`src/design/pccl_defines.svh`:
```
// register map, field positions and timing counts of the pair logic
// assumes a 40 MHz core clock and AXI4-Lite byte addresses
`ifndef PCCL_DEFINES_SVH
`define PCCL_DEFINES_SVH
`define PCCL_A_CTRL     8'h00
`define PCCL_A_CFG      8'h04
`define PCCL_A_CMD      8'h08
`define PCCL_A_STAT     8'h0C
`define PCCL_A_MASK     8'hFC
`define PCCL_CTRL_BYP   0
`define PCCL_CMD_CH     1:0
`define PCCL_CMD_OPT    3:2
`define PCCL_CMD_VAL    4
`define PCCL_OPT_AND    2'h0
`define PCCL_OPT_DIR    2'h1
`define PCCL_OPT_AUD    2'h2
`define PCCL_OPT_GC     2'h3
`define PCCL_BYP_RST    1'b0
`define PCCL_PG_RST     4'hF
`define PCCL_RESP_OK    2'h0
`define PCCL_RESP_ERR   2'h2
`define PCCL_CLK_HZ     64'd40000000
`define PCCL_AUD_MIN    64'd15
`define PCCL_AUD_CYC    (`PCCL_AUD_MIN * 64'd60 * `PCCL_CLK_HZ)
// 0.05 % of loop inductance, in parts per million
`define PCCL_DESENS_PPM 16'h01F4
`endif

```
`src/design/pccl_pkg.sv`:
```
// types shared by the pair logic
// assumes nothing of its surroundings
package pccl_pkg;
  typedef enum logic [1:0] {
    PCCL_MODE_OFF,
    PCCL_MODE_AND,
    PCCL_MODE_DIR
  } pccl_mode_t;
endpackage

```
`src/design/pccl_top.sv`:
```
// paired-channel call logic of a four-channel loop detector
// assumes occupancy, timed calls and loop fail come from core-clock logic;
// phase green pins are asynchronous and active low
`timescale 1ns/100ps
`default_nettype none
`include "pccl_defines.svh"

module pccl_top #(
  parameter logic [35:0] P_AUD_TMO_CYC = 36'(`PCCL_AUD_CYC) // audible timeout
) (
  input  wire logic        i_core_clk,       // 40 MHz clock
  input  wire logic        i_sys_rst,        // sync reset, high
  input  wire logic        i_awvalid,        // write address valid
  output logic             o_awready,        // write address ready
  input  wire logic [7:0]  i_awaddr,         // write byte address
  input  wire logic        i_wvalid,         // write data valid
  output logic             o_wready,         // write data ready
  input  wire logic [31:0] i_wdata,          // write data
  input  wire logic [3:0]  i_wstrb,          // byte strobes
  output logic             o_bvalid,         // write response valid
  input  wire logic        i_bready,         // write response ready
  output logic [1:0]       o_bresp,          // write response
  input  wire logic        i_arvalid,        // read address valid
  output logic             o_arready,        // read address ready
  input  wire logic [7:0]  i_araddr,         // read byte address
  output logic             o_rvalid,         // read data valid
  input  wire logic        i_rready,         // read data ready
  output logic [31:0]      o_rdata,          // read data
  output logic [1:0]       o_rresp,          // read response
  input  wire logic [3:0]  i_occ,            // loop occupied per channel
  input  wire logic [3:0]  i_chan_call,      // timed call per channel
  input  wire logic [3:0]  i_loop_fail,      // loop failed per channel
  input  wire logic [3:0]  i_phase_green_n,  // phase green pins, low
  output logic [3:0]       o_call,           // call to controller
  output logic [3:0]       o_pending,        // pending indication
  output logic [3:0]       o_presence_force, // stop timers, presence
  output logic             o_filter_bypass,  // skip noise filter
  output logic             o_chan_rst,       // reset all channels
  output logic [3:0]       o_desens_en,      // desensitise loop
  output logic [15:0]      o_desens_max_ppm, // desens cap, ppm
  output logic             o_audible         // audible signal
);

  ////////////////////////////////////////////////////////////////////////
  // phase green pins
  logic [3:0] pg_s1_r;
  logic [3:0] pg_s2_r;

  always_ff @(posedge i_core_clk) begin
    if (i_sys_rst) begin
      pg_s1_r <= `PCCL_PG_RST;
      pg_s2_r <= `PCCL_PG_RST;
    end else begin
      pg_s1_r <= i_phase_green_n;
      pg_s2_r <= pg_s1_r;
    end
  end

  ////////////////////////////////////////////////////////////////////////
  // axi4-lite write channels
  logic        aw_rdy_r;
  logic        w_rdy_r;
  logic        bvalid_r;
  logic [1:0]  bresp_r;
  logic [7:0]  aw_addr_r;
  logic [31:0] w_data_r;
  logic [3:0]  w_strb_r;
  logic        wr_go;
  logic        wr_lo;
  logic        b_done;

  function automatic logic addr_ok(input logic [7:0] a);
    logic [7:0] w;
    w = a & `PCCL_A_MASK;
    return (w == `PCCL_A_CTRL) || (w == `PCCL_A_CFG) ||
           (w == `PCCL_A_CMD) || (w == `PCCL_A_STAT);
  endfunction

  assign wr_go  = ~aw_rdy_r & ~w_rdy_r & ~bvalid_r;
  assign wr_lo  = wr_go & w_strb_r[0];
  assign b_done = bvalid_r & i_bready;

  always_ff @(posedge i_core_clk) begin
    if (i_sys_rst) begin
      aw_rdy_r  <= 1'b1;
      aw_addr_r <= 8'h00;
    end else if (i_awvalid && aw_rdy_r) begin
      aw_rdy_r  <= 1'b0;
      aw_addr_r <= i_awaddr & `PCCL_A_MASK;
    end else if (b_done) begin
      aw_rdy_r  <= 1'b1;
    end
  end

  always_ff @(posedge i_core_clk) begin
    if (i_sys_rst) begin
      w_rdy_r  <= 1'b1;
      w_data_r <= 32'h0000_0000;
      w_strb_r <= 4'h0;
    end else if (i_wvalid && w_rdy_r) begin
      w_rdy_r  <= 1'b0;
      w_data_r <= i_wdata;
      w_strb_r <= i_wstrb;
    end else if (b_done) begin
      w_rdy_r  <= 1'b1;
    end
  end

  always_ff @(posedge i_core_clk) begin
    if (i_sys_rst) begin
      bvalid_r <= 1'b0;
      bresp_r  <= `PCCL_RESP_OK;
    end else if (wr_go) begin
      bvalid_r <= 1'b1;
      bresp_r  <= addr_ok(aw_addr_r) ? `PCCL_RESP_OK : `PCCL_RESP_ERR;
    end else if (b_done) begin
      bvalid_r <= 1'b0;
    end
  end

  ////////////////////////////////////////////////////////////////////////
  // global filter bypass
  logic byp_r;
  logic chan_rst_r;

  always_ff @(posedge i_core_clk) begin
    if (i_sys_rst) begin
      byp_r      <= `PCCL_BYP_RST;
      chan_rst_r <= 1'b0;
    end else begin
      chan_rst_r <= 1'b0;
      if (wr_lo && aw_addr_r == `PCCL_A_CTRL) begin
        byp_r      <= w_data_r[`PCCL_CTRL_BYP];
        // restarts channel timing only; fail count and fail display live
        // in the channel fault logic, which this pulse does not reach
        chan_rst_r <= w_data_r[`PCCL_CTRL_BYP] != byp_r;
      end
    end
  end

  ////////////////////////////////////////////////////////////////////////
  // per-channel option commands
  logic       cmd_go;
  logic [1:0] cmd_ch;
  logic [1:0] cmd_opt;
  logic       cmd_val;

  assign cmd_go  = wr_lo && aw_addr_r == `PCCL_A_CMD;
  assign cmd_ch  = w_data_r[`PCCL_CMD_CH];
  assign cmd_opt = w_data_r[`PCCL_CMD_OPT];
  assign cmd_val = w_data_r[`PCCL_CMD_VAL];

  // one mode per pair: channel bit 1 picks the pair, so both channels
  // share it and the two pair options cannot both be on
  pccl_pkg::pccl_mode_t mode_r [2];

  always_ff @(posedge i_core_clk) begin
    if (i_sys_rst) begin
      mode_r[0] <= pccl_pkg::PCCL_MODE_OFF;
      mode_r[1] <= pccl_pkg::PCCL_MODE_OFF;
    end else if (cmd_go && cmd_opt == `PCCL_OPT_AND) begin
      if (cmd_val) begin
        mode_r[cmd_ch[1]] <= pccl_pkg::PCCL_MODE_AND;
      end else if (mode_r[cmd_ch[1]] == pccl_pkg::PCCL_MODE_AND) begin
        mode_r[cmd_ch[1]] <= pccl_pkg::PCCL_MODE_OFF;
      end
    end else if (cmd_go && cmd_opt == `PCCL_OPT_DIR) begin
      if (cmd_val) begin
        mode_r[cmd_ch[1]] <= pccl_pkg::PCCL_MODE_DIR;
      end else if (mode_r[cmd_ch[1]] == pccl_pkg::PCCL_MODE_DIR) begin
        mode_r[cmd_ch[1]] <= pccl_pkg::PCCL_MODE_OFF;
      end
    end
  end

  logic [3:0] gcomp_r;

  always_ff @(posedge i_core_clk) begin
    if (i_sys_rst) begin
      gcomp_r <= 4'h0;
    end else if (cmd_go && cmd_opt == `PCCL_OPT_GC) begin
      gcomp_r[cmd_ch] <= cmd_val;
    end
  end

  ////////////////////////////////////////////////////////////////////////
  // audible option and its timeout
  logic [3:0]  aud_r;
  logic [35:0] aud_tmr_r;

  always_ff @(posedge i_core_clk) begin
    if (i_sys_rst) begin
      aud_r     <= 4'h0;
      aud_tmr_r <= 36'h0_0000_0000;
    end else if (cmd_go && cmd_opt == `PCCL_OPT_AUD && cmd_val) begin
      aud_r     <= 4'h1 << cmd_ch;
      aud_tmr_r <= 36'h0_0000_0000;
    end else if (cmd_go && cmd_opt == `PCCL_OPT_AUD) begin
      aud_r[cmd_ch] <= 1'b0;
    end else if (|aud_r) begin
      if (aud_tmr_r == P_AUD_TMO_CYC - 36'h0_0000_0001) begin
        aud_r     <= 4'h0;
        aud_tmr_r <= 36'h0_0000_0000;
      end else begin
        aud_tmr_r <= aud_tmr_r + 36'h0_0000_0001;
      end
    end
  end

  ////////////////////////////////////////////////////////////////////////
  // pair state: first and later detector per channel
  logic [3:0] is_and;
  logic [3:0] is_dir;
  logic [3:0] pfail;
  logic [3:0] first_r;
  logic [3:0] later_r;
  logic [3:0] first_nxt;
  logic [3:0] later_nxt;
  logic [3:0] call_nxt;
  logic [3:0] pend_nxt;

  always_comb begin
    for (int c = 0; c < 4; c++) begin
      is_and[c] = mode_r[c / 2] == pccl_pkg::PCCL_MODE_AND;
      is_dir[c] = mode_r[c / 2] == pccl_pkg::PCCL_MODE_DIR;
      pfail[c]  = i_loop_fail[c] | i_loop_fail[c ^ 1];
    end
  end

  always_comb begin
    for (int c = 0; c < 4; c++) begin
      // arrival in the same cycle on both: the lower channel counts first
      first_nxt[c] = is_dir[c] & i_occ[c] & (first_r[c] |
                     (~first_r[c ^ 1] & ~later_r[c ^ 1] & ~later_r[c] &
                      (~i_occ[c ^ 1] | ~c[0])));
      later_nxt[c] = is_dir[c] & i_occ[c] &
                     (later_r[c] | first_r[c ^ 1]);
    end
  end

  always_ff @(posedge i_core_clk) begin
    if (i_sys_rst) begin
      first_r <= 4'h0;
      later_r <= 4'h0;
    end else begin
      first_r <= first_nxt;
      later_r <= later_nxt;
    end
  end

  always_comb begin
    for (int c = 0; c < 4; c++) begin
      if (is_and[c]) begin
        call_nxt[c] = (i_occ[c] & i_occ[c ^ 1]) | pfail[c];
        pend_nxt[c] = i_occ[c] & ~i_occ[c ^ 1];
      end else if (is_dir[c]) begin
        call_nxt[c] = later_r[c] | pfail[c];
        pend_nxt[c] = first_r[c];
      end else begin
        call_nxt[c] = i_chan_call[c];
        pend_nxt[c] = 1'b0;
      end
    end
  end

  ////////////////////////////////////////////////////////////////////////
  // registered outputs
  logic [3:0]  call_r;
  logic [3:0]  pend_r;
  logic [3:0]  pres_r;
  logic [3:0]  desens_r;
  logic [15:0] desens_max_r;
  logic        audible_r;

  always_ff @(posedge i_core_clk) begin
    if (i_sys_rst) begin
      call_r <= 4'h0;
      pend_r <= 4'h0;
      pres_r <= 4'h0;
    end else begin
      call_r <= call_nxt;
      pend_r <= pend_nxt;
      pres_r <= first_r & is_dir;
    end
  end

  always_ff @(posedge i_core_clk) begin
    if (i_sys_rst) begin
      desens_r     <= 4'h0;
      desens_max_r <= 16'h0000;
      audible_r    <= 1'b0;
    end else begin
      desens_r     <= gcomp_r & ~pg_s2_r;
      desens_max_r <= `PCCL_DESENS_PPM;
      audible_r    <= |(aud_r & i_occ);
    end
  end

  ////////////////////////////////////////////////////////////////////////
  // axi4-lite read channel
  logic        ar_rdy_r;
  logic        rvalid_r;
  logic [31:0] rdata_r;
  logic [1:0]  rresp_r;
  logic [31:0] rd_mux;
  logic [3:0]  and_bits;
  logic [3:0]  dir_bits;

  assign and_bits = is_and;
  assign dir_bits = is_dir;

  always_comb begin
    unique case (i_araddr & `PCCL_A_MASK)
      `PCCL_A_CTRL: rd_mux = {31'h0000_0000, byp_r};
      `PCCL_A_CFG:  rd_mux = {16'h0000, gcomp_r, aud_r, dir_bits, and_bits};
      `PCCL_A_STAT: rd_mux = {14'h0000, audible_r, byp_r,
                              desens_r, call_r, pend_r, i_occ};
      default:      rd_mux = 32'h0000_0000;
    endcase
  end

  always_ff @(posedge i_core_clk) begin
    if (i_sys_rst) begin
      ar_rdy_r <= 1'b1;
      rvalid_r <= 1'b0;
      rdata_r  <= 32'h0000_0000;
      rresp_r  <= `PCCL_RESP_OK;
    end else if (i_arvalid && ar_rdy_r) begin
      ar_rdy_r <= 1'b0;
      rvalid_r <= 1'b1;
      rdata_r  <= rd_mux;
      rresp_r  <= addr_ok(i_araddr) ? `PCCL_RESP_OK : `PCCL_RESP_ERR;
    end else if (rvalid_r && i_rready) begin
      ar_rdy_r <= 1'b1;
      rvalid_r <= 1'b0;
    end
  end

  assign o_awready        = aw_rdy_r;
  assign o_wready         = w_rdy_r;
  assign o_bvalid         = bvalid_r;
  assign o_bresp          = bresp_r;
  assign o_arready        = ar_rdy_r;
  assign o_rvalid         = rvalid_r;
  assign o_rdata          = rdata_r;
  assign o_rresp          = rresp_r;
  assign o_call           = call_r;
  assign o_pending        = pend_r;
  assign o_presence_force = pres_r;
  assign o_filter_bypass  = byp_r;
  assign o_chan_rst       = chan_rst_r;
  assign o_desens_en      = desens_r;
  assign o_desens_max_ppm = desens_max_r;
  assign o_audible        = audible_r;
endmodule
`default_nettype wire

```
`config.mk`:
```
export PLATFORM = sky130hd
export DESIGN_NAME = pccl_top
export DESIGN_NICKNAME = d
export VERILOG_FILES = /design/src/design/pccl_pkg.sv /design/src/design/pccl_top.sv
export VERILOG_INCLUDE_DIRS = /design/src /design/src/design
export SDC_FILE = /design/constraint.sdc
export NUM_CORES = 1
export LEC_CHECK = 0
export ABC_AREA = 1
export BUFFER_PORTS_ARGS = -buffer_cell sky130_fd_sc_hd__buf_2
export CAP_MARGIN = 0
export CORE_ASPECT_RATIO = 0.6
export CORE_MARGIN = 5
export CORE_UTILIZATION = 48
export CTS_CLUSTER_DIAMETER = 120
export DETAILED_ROUTE_END_ITERATION = 10
export PLACE_DENSITY = 0.78
export SKIP_LAST_GASP = 1
export SYNTH_ARGS = -nofsm -noshare
export SYNTH_HDL_FRONTEND = slang
export SYNTH_SLANG_ARGS = --single-unit
```
`constraint.sdc`:
```
create_clock -name i_core_clk -period 1.5 [get_ports i_core_clk]
set_input_delay 0.15 -clock i_core_clk [delete_from_list [all_inputs] [get_ports i_core_clk]]
set_output_delay 0.15 -clock i_core_clk [all_outputs]
set_load 0.1 [all_outputs]
```
Word-level counts from Yosys, hierarchy flattened --
Memories as Yosys holds them, arrays and structs flattened. A register that Yosys moved wholly into a read port is not among the register bits. Index checks and enable logic that the tools add are counted.
Word-level totals: output and inout bits 76, memories 1, input port bits 75, register bits 148, bits in writable memories 4, logic and storage cells 222
Memories:
- mode_r | depth 2, bits a word 2, read ports 3, clocked after Yosys merged registers in 1, write ports 2, line pccl_top.sv:155 | pccl_pkg::pccl_mode_t mode_r [2];
Operators by class: add/sub/neg operators 1, equal/unequal tests 17, reductions and logical operators 34, order comparisons 2, bitwise operators 74, muxes and demuxes 66, shift-type cells 1
Operator list (number):
- $pmux W18 S3 | 1
- $mux W1 | 51
- $add A36 B1 Y36 const B | 1
- $eq A36 B36 Y1 const B | 1
- $mux W36 | 1
- $and A1 B1 Y1 | 32
- $eq A6 B2 Y1 const B | 4
- $or A1 B1 Y1 | 19
- $not A1 Y1 | 17
- $and A4 B4 Y4 | 4
- $logic_not A8 Y1 | 2
- $mux W4 | 4
- $eq A6 B1 Y1 const B | 2
- $logic_and A1 B1 Y1 | 12
- $mux W2 | 6
- $eq A2 B2 Y1 const B | 5
- $mux W9 | 1
- $eq A2 B1 Y1 const B | 4
- $not A4 Y4 | 2
- $reduce_bool A2 Y1 | 4
- $reduce_or A4 Y1 | 2
- $logic_or A1 B1 Y1 | 6
- $reduce_bool A3 Y1 | 2
- $reduce_or A2 Y1 | 3
- other kinds (8) | 9

Longest topological paths before layout --
depth in word-level cells 14, gate-level depth with buffers 12, mapped depth without buffers 11

Worst setup path after synthesis --
Ideal clock, no wire load.
path type reg-to-reg, from register ar_rdy_r (netlist: o_arready), to register rdata_r[0] (netlist: o_rdata[0]), required time 1.429 ns, setup slack -0.558 ns, arrival time 1.987 ns, buffers on the path 1, clock period less this slack 2.058 ns, stages on the path, launching flop included 6, library setup time 0.071 ns, path through dfxtp_1 nand2_1 inv_1 clkbuf_1 o21ai_0 a21oi_1
Between the ends: word-level cells in the longest chain between the ends 1
Ends and longest elaborated chain:
- start, declared | line pccl_top.sv:301 | logic ar_rdy_r;
- start signal, assigned | line pccl_top.sv:324 | ar_rdy_r <= 1'b1;
- start signal, assigned | line pccl_top.sv:329 | ar_rdy_r <= 1'b0;
- start signal, assigned | line pccl_top.sv:334 | ar_rdy_r <= 1'b1;
- $logic_and A1 B1 Y1 | line pccl_top.sv:328 | end else if (i_arvalid && ar_rdy_r) begin
- end signal, assigned | line pccl_top.sv:331 | rdata_r <= rd_mux;
- end, declared | line pccl_top.sv:303 | logic [31:0] rdata_r;
No other way between the ends. A chain may end at the register's enable or synchronous reset.

Final worst setup path --
from register aud_tmr_r[0], to register aud_tmr_r[1]
Between the ends: word-level cells in the longest chain between the ends 2, elaborated cells between the ends (all ways) 3, those cells by class 1 x add/sub; 1 x eq/ne; 1 x mux
Ends and longest elaborated chain:
- start, declared | line pccl_top.sv:189 | logic [35:0] aud_tmr_r;
- start signal, assigned | line pccl_top.sv:205 | aud_tmr_r <= aud_tmr_r + 36'h0_0000_0001;
- $add A36 B1 Y36 / $eq A36 B36 Y1 (equally long branches) | line pccl_top.sv:205, pccl_top.sv:201
- $mux W36 * | line pccl_top.sv:201 | if (aud_tmr_r == P_AUD_TMO_CYC - 36'h0_0000_0001) begin
Mark *: on every way between the ends. The rest lies on a longest branch, timed or not.

==> impl_metrics.yaml <==
outcome:
  status: "finished with violations"
  violations: "negative setup slack"
route:
  firstDrtPassIters: 5
  drt_iter0_markers: 720
  via_count: 6729
  via_per_inst: 5.29
  wl_per_cell_um: 15.5
  drc: 0
  final_antenna_net_count: 0
  route.final.wire_length_mm: 19.7
yosys:
  ys.flop_type: "dfxtp_1"
  synth_adder_area_share_pct: 0.207
  ys_seq_area_share_pct: 41.1
  synth_compound_area_share_pct: 11.7
  synth_cells: 898
  synth.area.top_cells: "dfxtp_1 (39%), nand2_1 (13%), nor2_1 (8.7%), inv_1 (6.6%), a21oi_1 (5.1%)"
  ys_ff_latch: 122
  yosysWarnings: 0
  synthDistinctLibCells: 37
  synth_edf_count: 4
  muxShareOfSynthArea_pct: 0
  synth_top_area_share_pct: 39.1
  synthSimpleGateAreaFrac_pct: 34.1
  synth_area_um2: 6030
  synth_top_family_by_area: "simple AND/OR/NAND/NOR gates"
  synth_top_area_cell: "dfxtp_1"
  synth-xor-area-share_pct: 0.290
  async_reset_ff_share_pct: 0
  syn_avg_cell_area_um2: 6.72
floorplan:
  initial_core_util_pct: 49.5
  io_pins: 151
  die_h_um: 96.9
  die_area_um2: 15000
  core_area_um2: 12200
  rows: 31
  die_w_um: 155
global_route:
  antenna_found_initial: 0
  grtUsageTotal_pct: 24.5
  overflow: 0
  grt_pass1_wl_mm: 30.0
  grt_pass1_vias: 5998
  grt_max_degree: 36
place:
  hpwlAfterDp_mm: 12.9
  routabilityCongestion: 0.964
  pre_cts_ws_ps: -269
  placed_area_um2: 7240
  portBuffers: 90
min_path:
  hp-class: "in2reg"
sta:
  drv_slew: 0
  fmax_mhz: 609
  setup_ws_ps: -143
  rsz0062_at_grt: "yes"
  finalHoldViolCount: 0
  fin_crit_ps: 1640
  finalSetupViolations: 39
  fin_crit_sh_pct: 110
  tns_ps: -3880
  skew_ps: 8.62
clock_network:
  clock-sinks: 122
  worst_skew_pair.late_latency_ps: 420
  clk_pin_slew_ps: 60
  clockBufferDepth: 2
  cts_tree: "done"
  cts-htree-levels: 4
  numCtsBuffers: 17
  cts-root-buf: "clkbuf_16"
power:
  leakage_nw: 3.56
  power_density_nw_per_um2: 988
  max-vdd-ir-drop_v: 0.000897
  total_power_mw: 8.40
critical_path:
  startpoint_type: "flip-flop"
  end_kind: "flip-flop"
  critPathMaxFanout: 5
  criticalPathCategory: "reg2reg"
  arrival_ps: 1940
  crit_required_ps: 1790
layout:
  drive_gt1_share_pct: 35.2
  post-route-util_pct: 69.8
  multi_input_area_um2: 3380
  num_antenna_cells: 0
  finish.instance_area_um2: 8510
  area_growth_pct: 41.0
  nFillCells: 931
  num-nets-final: 1171
  regArea_um2: 2540
flow_run:
  maxCapViolations: 0
[kinds of logic (layout without fill, tap and decap cells)]
group,after synthesis,after routing
and+or+nand+nor,481,483
buffers and inverters,160,343
AOI/OAI and AO/OA,131,131
DFF,122,122
xor gates and xnor gates,2,2
adders and majority gates,1,1
other,1,26
[final timing paths]
kind	depth (start not counted)	from	endpoint	slack [ps]
max	9	aud_tmr_r[0]	aud_tmr_r[1]	-140
min reg2reg	1	pg_s2_r[1]	o_desens_en[1]	400
max reg2reg	9	aud_tmr_r[0]	aud_tmr_r[1]	-140
min	4	i_rready	o_rvalid	10
[report_power, final]
| group | switching, mW | leakage [nW] | internal (mW) |
|---|---|---|---|
| clock network | 1.74 | 0.277 | 2.20 |
| logic | 0.863 | 2.27 | 0.217 |
| registers | 0.0574 | 1.02 | 3.32 |
[placed cells by master (no fill, tap or decap), types with 4 or more instances in the layout]
cell,count
a21oi_1,53
a21oi_2,8
buf_2,90
buf_4,95
buf_6,5
clkbuf_16,17
conb_1,26
dfxtp_1,87
dfxtp_2,22
dfxtp_4,9
dlygate4sd3_1,11
edfxtp_1,4
inv_1,98
inv_2,8
inv_6,6
nand2_1,182
nand2_2,29
nand2_4,4
nand3_1,33
nand3_2,12
nand4_1,22
nor2_1,105
nor2_2,23
nor2_4,22
nor3_1,18
nor3_2,12
o21ai_0,51
o21ai_1,4
o21bai_1,4
o221ai_1,4
or2_2,10
[per-stage QoR]
| step | hold WS [ps] | cells |
|---|---|---|
| after floorplan | 254 | 923 |
| after global placement | 331 | 1218 |
| after detailed placement | 335 | 1218 |
| after CTS | 0.169 | 1268 |
| after global routing | 35.9 | 1273 |
| final | 13.2 | 1273 |
[layer usage]
metal	track usage [%]	wire length, µm	up-vias
li1	-	-	3230
met4	7.26	460	0
met3	4.86	2070	52
met2	36.7	8540	391
met5	0	0	-
met1	35.5	8650	3056
[repair_timing]
action / in CTS / in global routing
buffers inserted: 6 / 5
gates resized for setup: 74 / 85
hold buffers: 11 / 0
hold endpoints to repair: 11 / 0
gates cloned: 2 / 0
pin swaps: 32 / 27
setup endpoints to repair: 46 / 48
[cells in the mapped netlist, drive strengths merged (3+ instances only)]
master	n
nand2	215
clkbuf	13
a211oi	3
a21oi	61
or2	10
edfxtp	4
nor4	3
o21bai	5
buf	40
nand3	48
o221ai	4
dfxtp	118
nand4	22
o21ai	55
inv	107
nor3	30
nor2	148
[layout make-up]
cell class | instances | share of cell area, %
Tap cell | 165 | 2.43
Clock buffer | 17 | 5.00
Clock inverter | 15 | 1.75
Inverter | 107 | 4.87
Timing Repair Buffer | 204 | 16.3
Multi-Input combinational cell | 643 | 39.7
Sequential cell | 122 | 29.9
[flip-flops by register name (all words and copies together), names as in the netlist, 5 cells and up, named ones only]
register / count
w_data_r: 5
aud_tmr_r: 36
o_rdata: 18
aw_addr_r: 6
[worst max-delay path, cell delays in order, from the launching register on]
cell and delay (ps):
dfxtp_4 370, ha_4 160, nand3_4 80, nor2_4 150, nand2_2 90, inv_2 90, nand3_4 80, buf_6 130
o21bai_4 290, nor3_2 80
No activity file was read; power rests on OpenSTA's default activity.
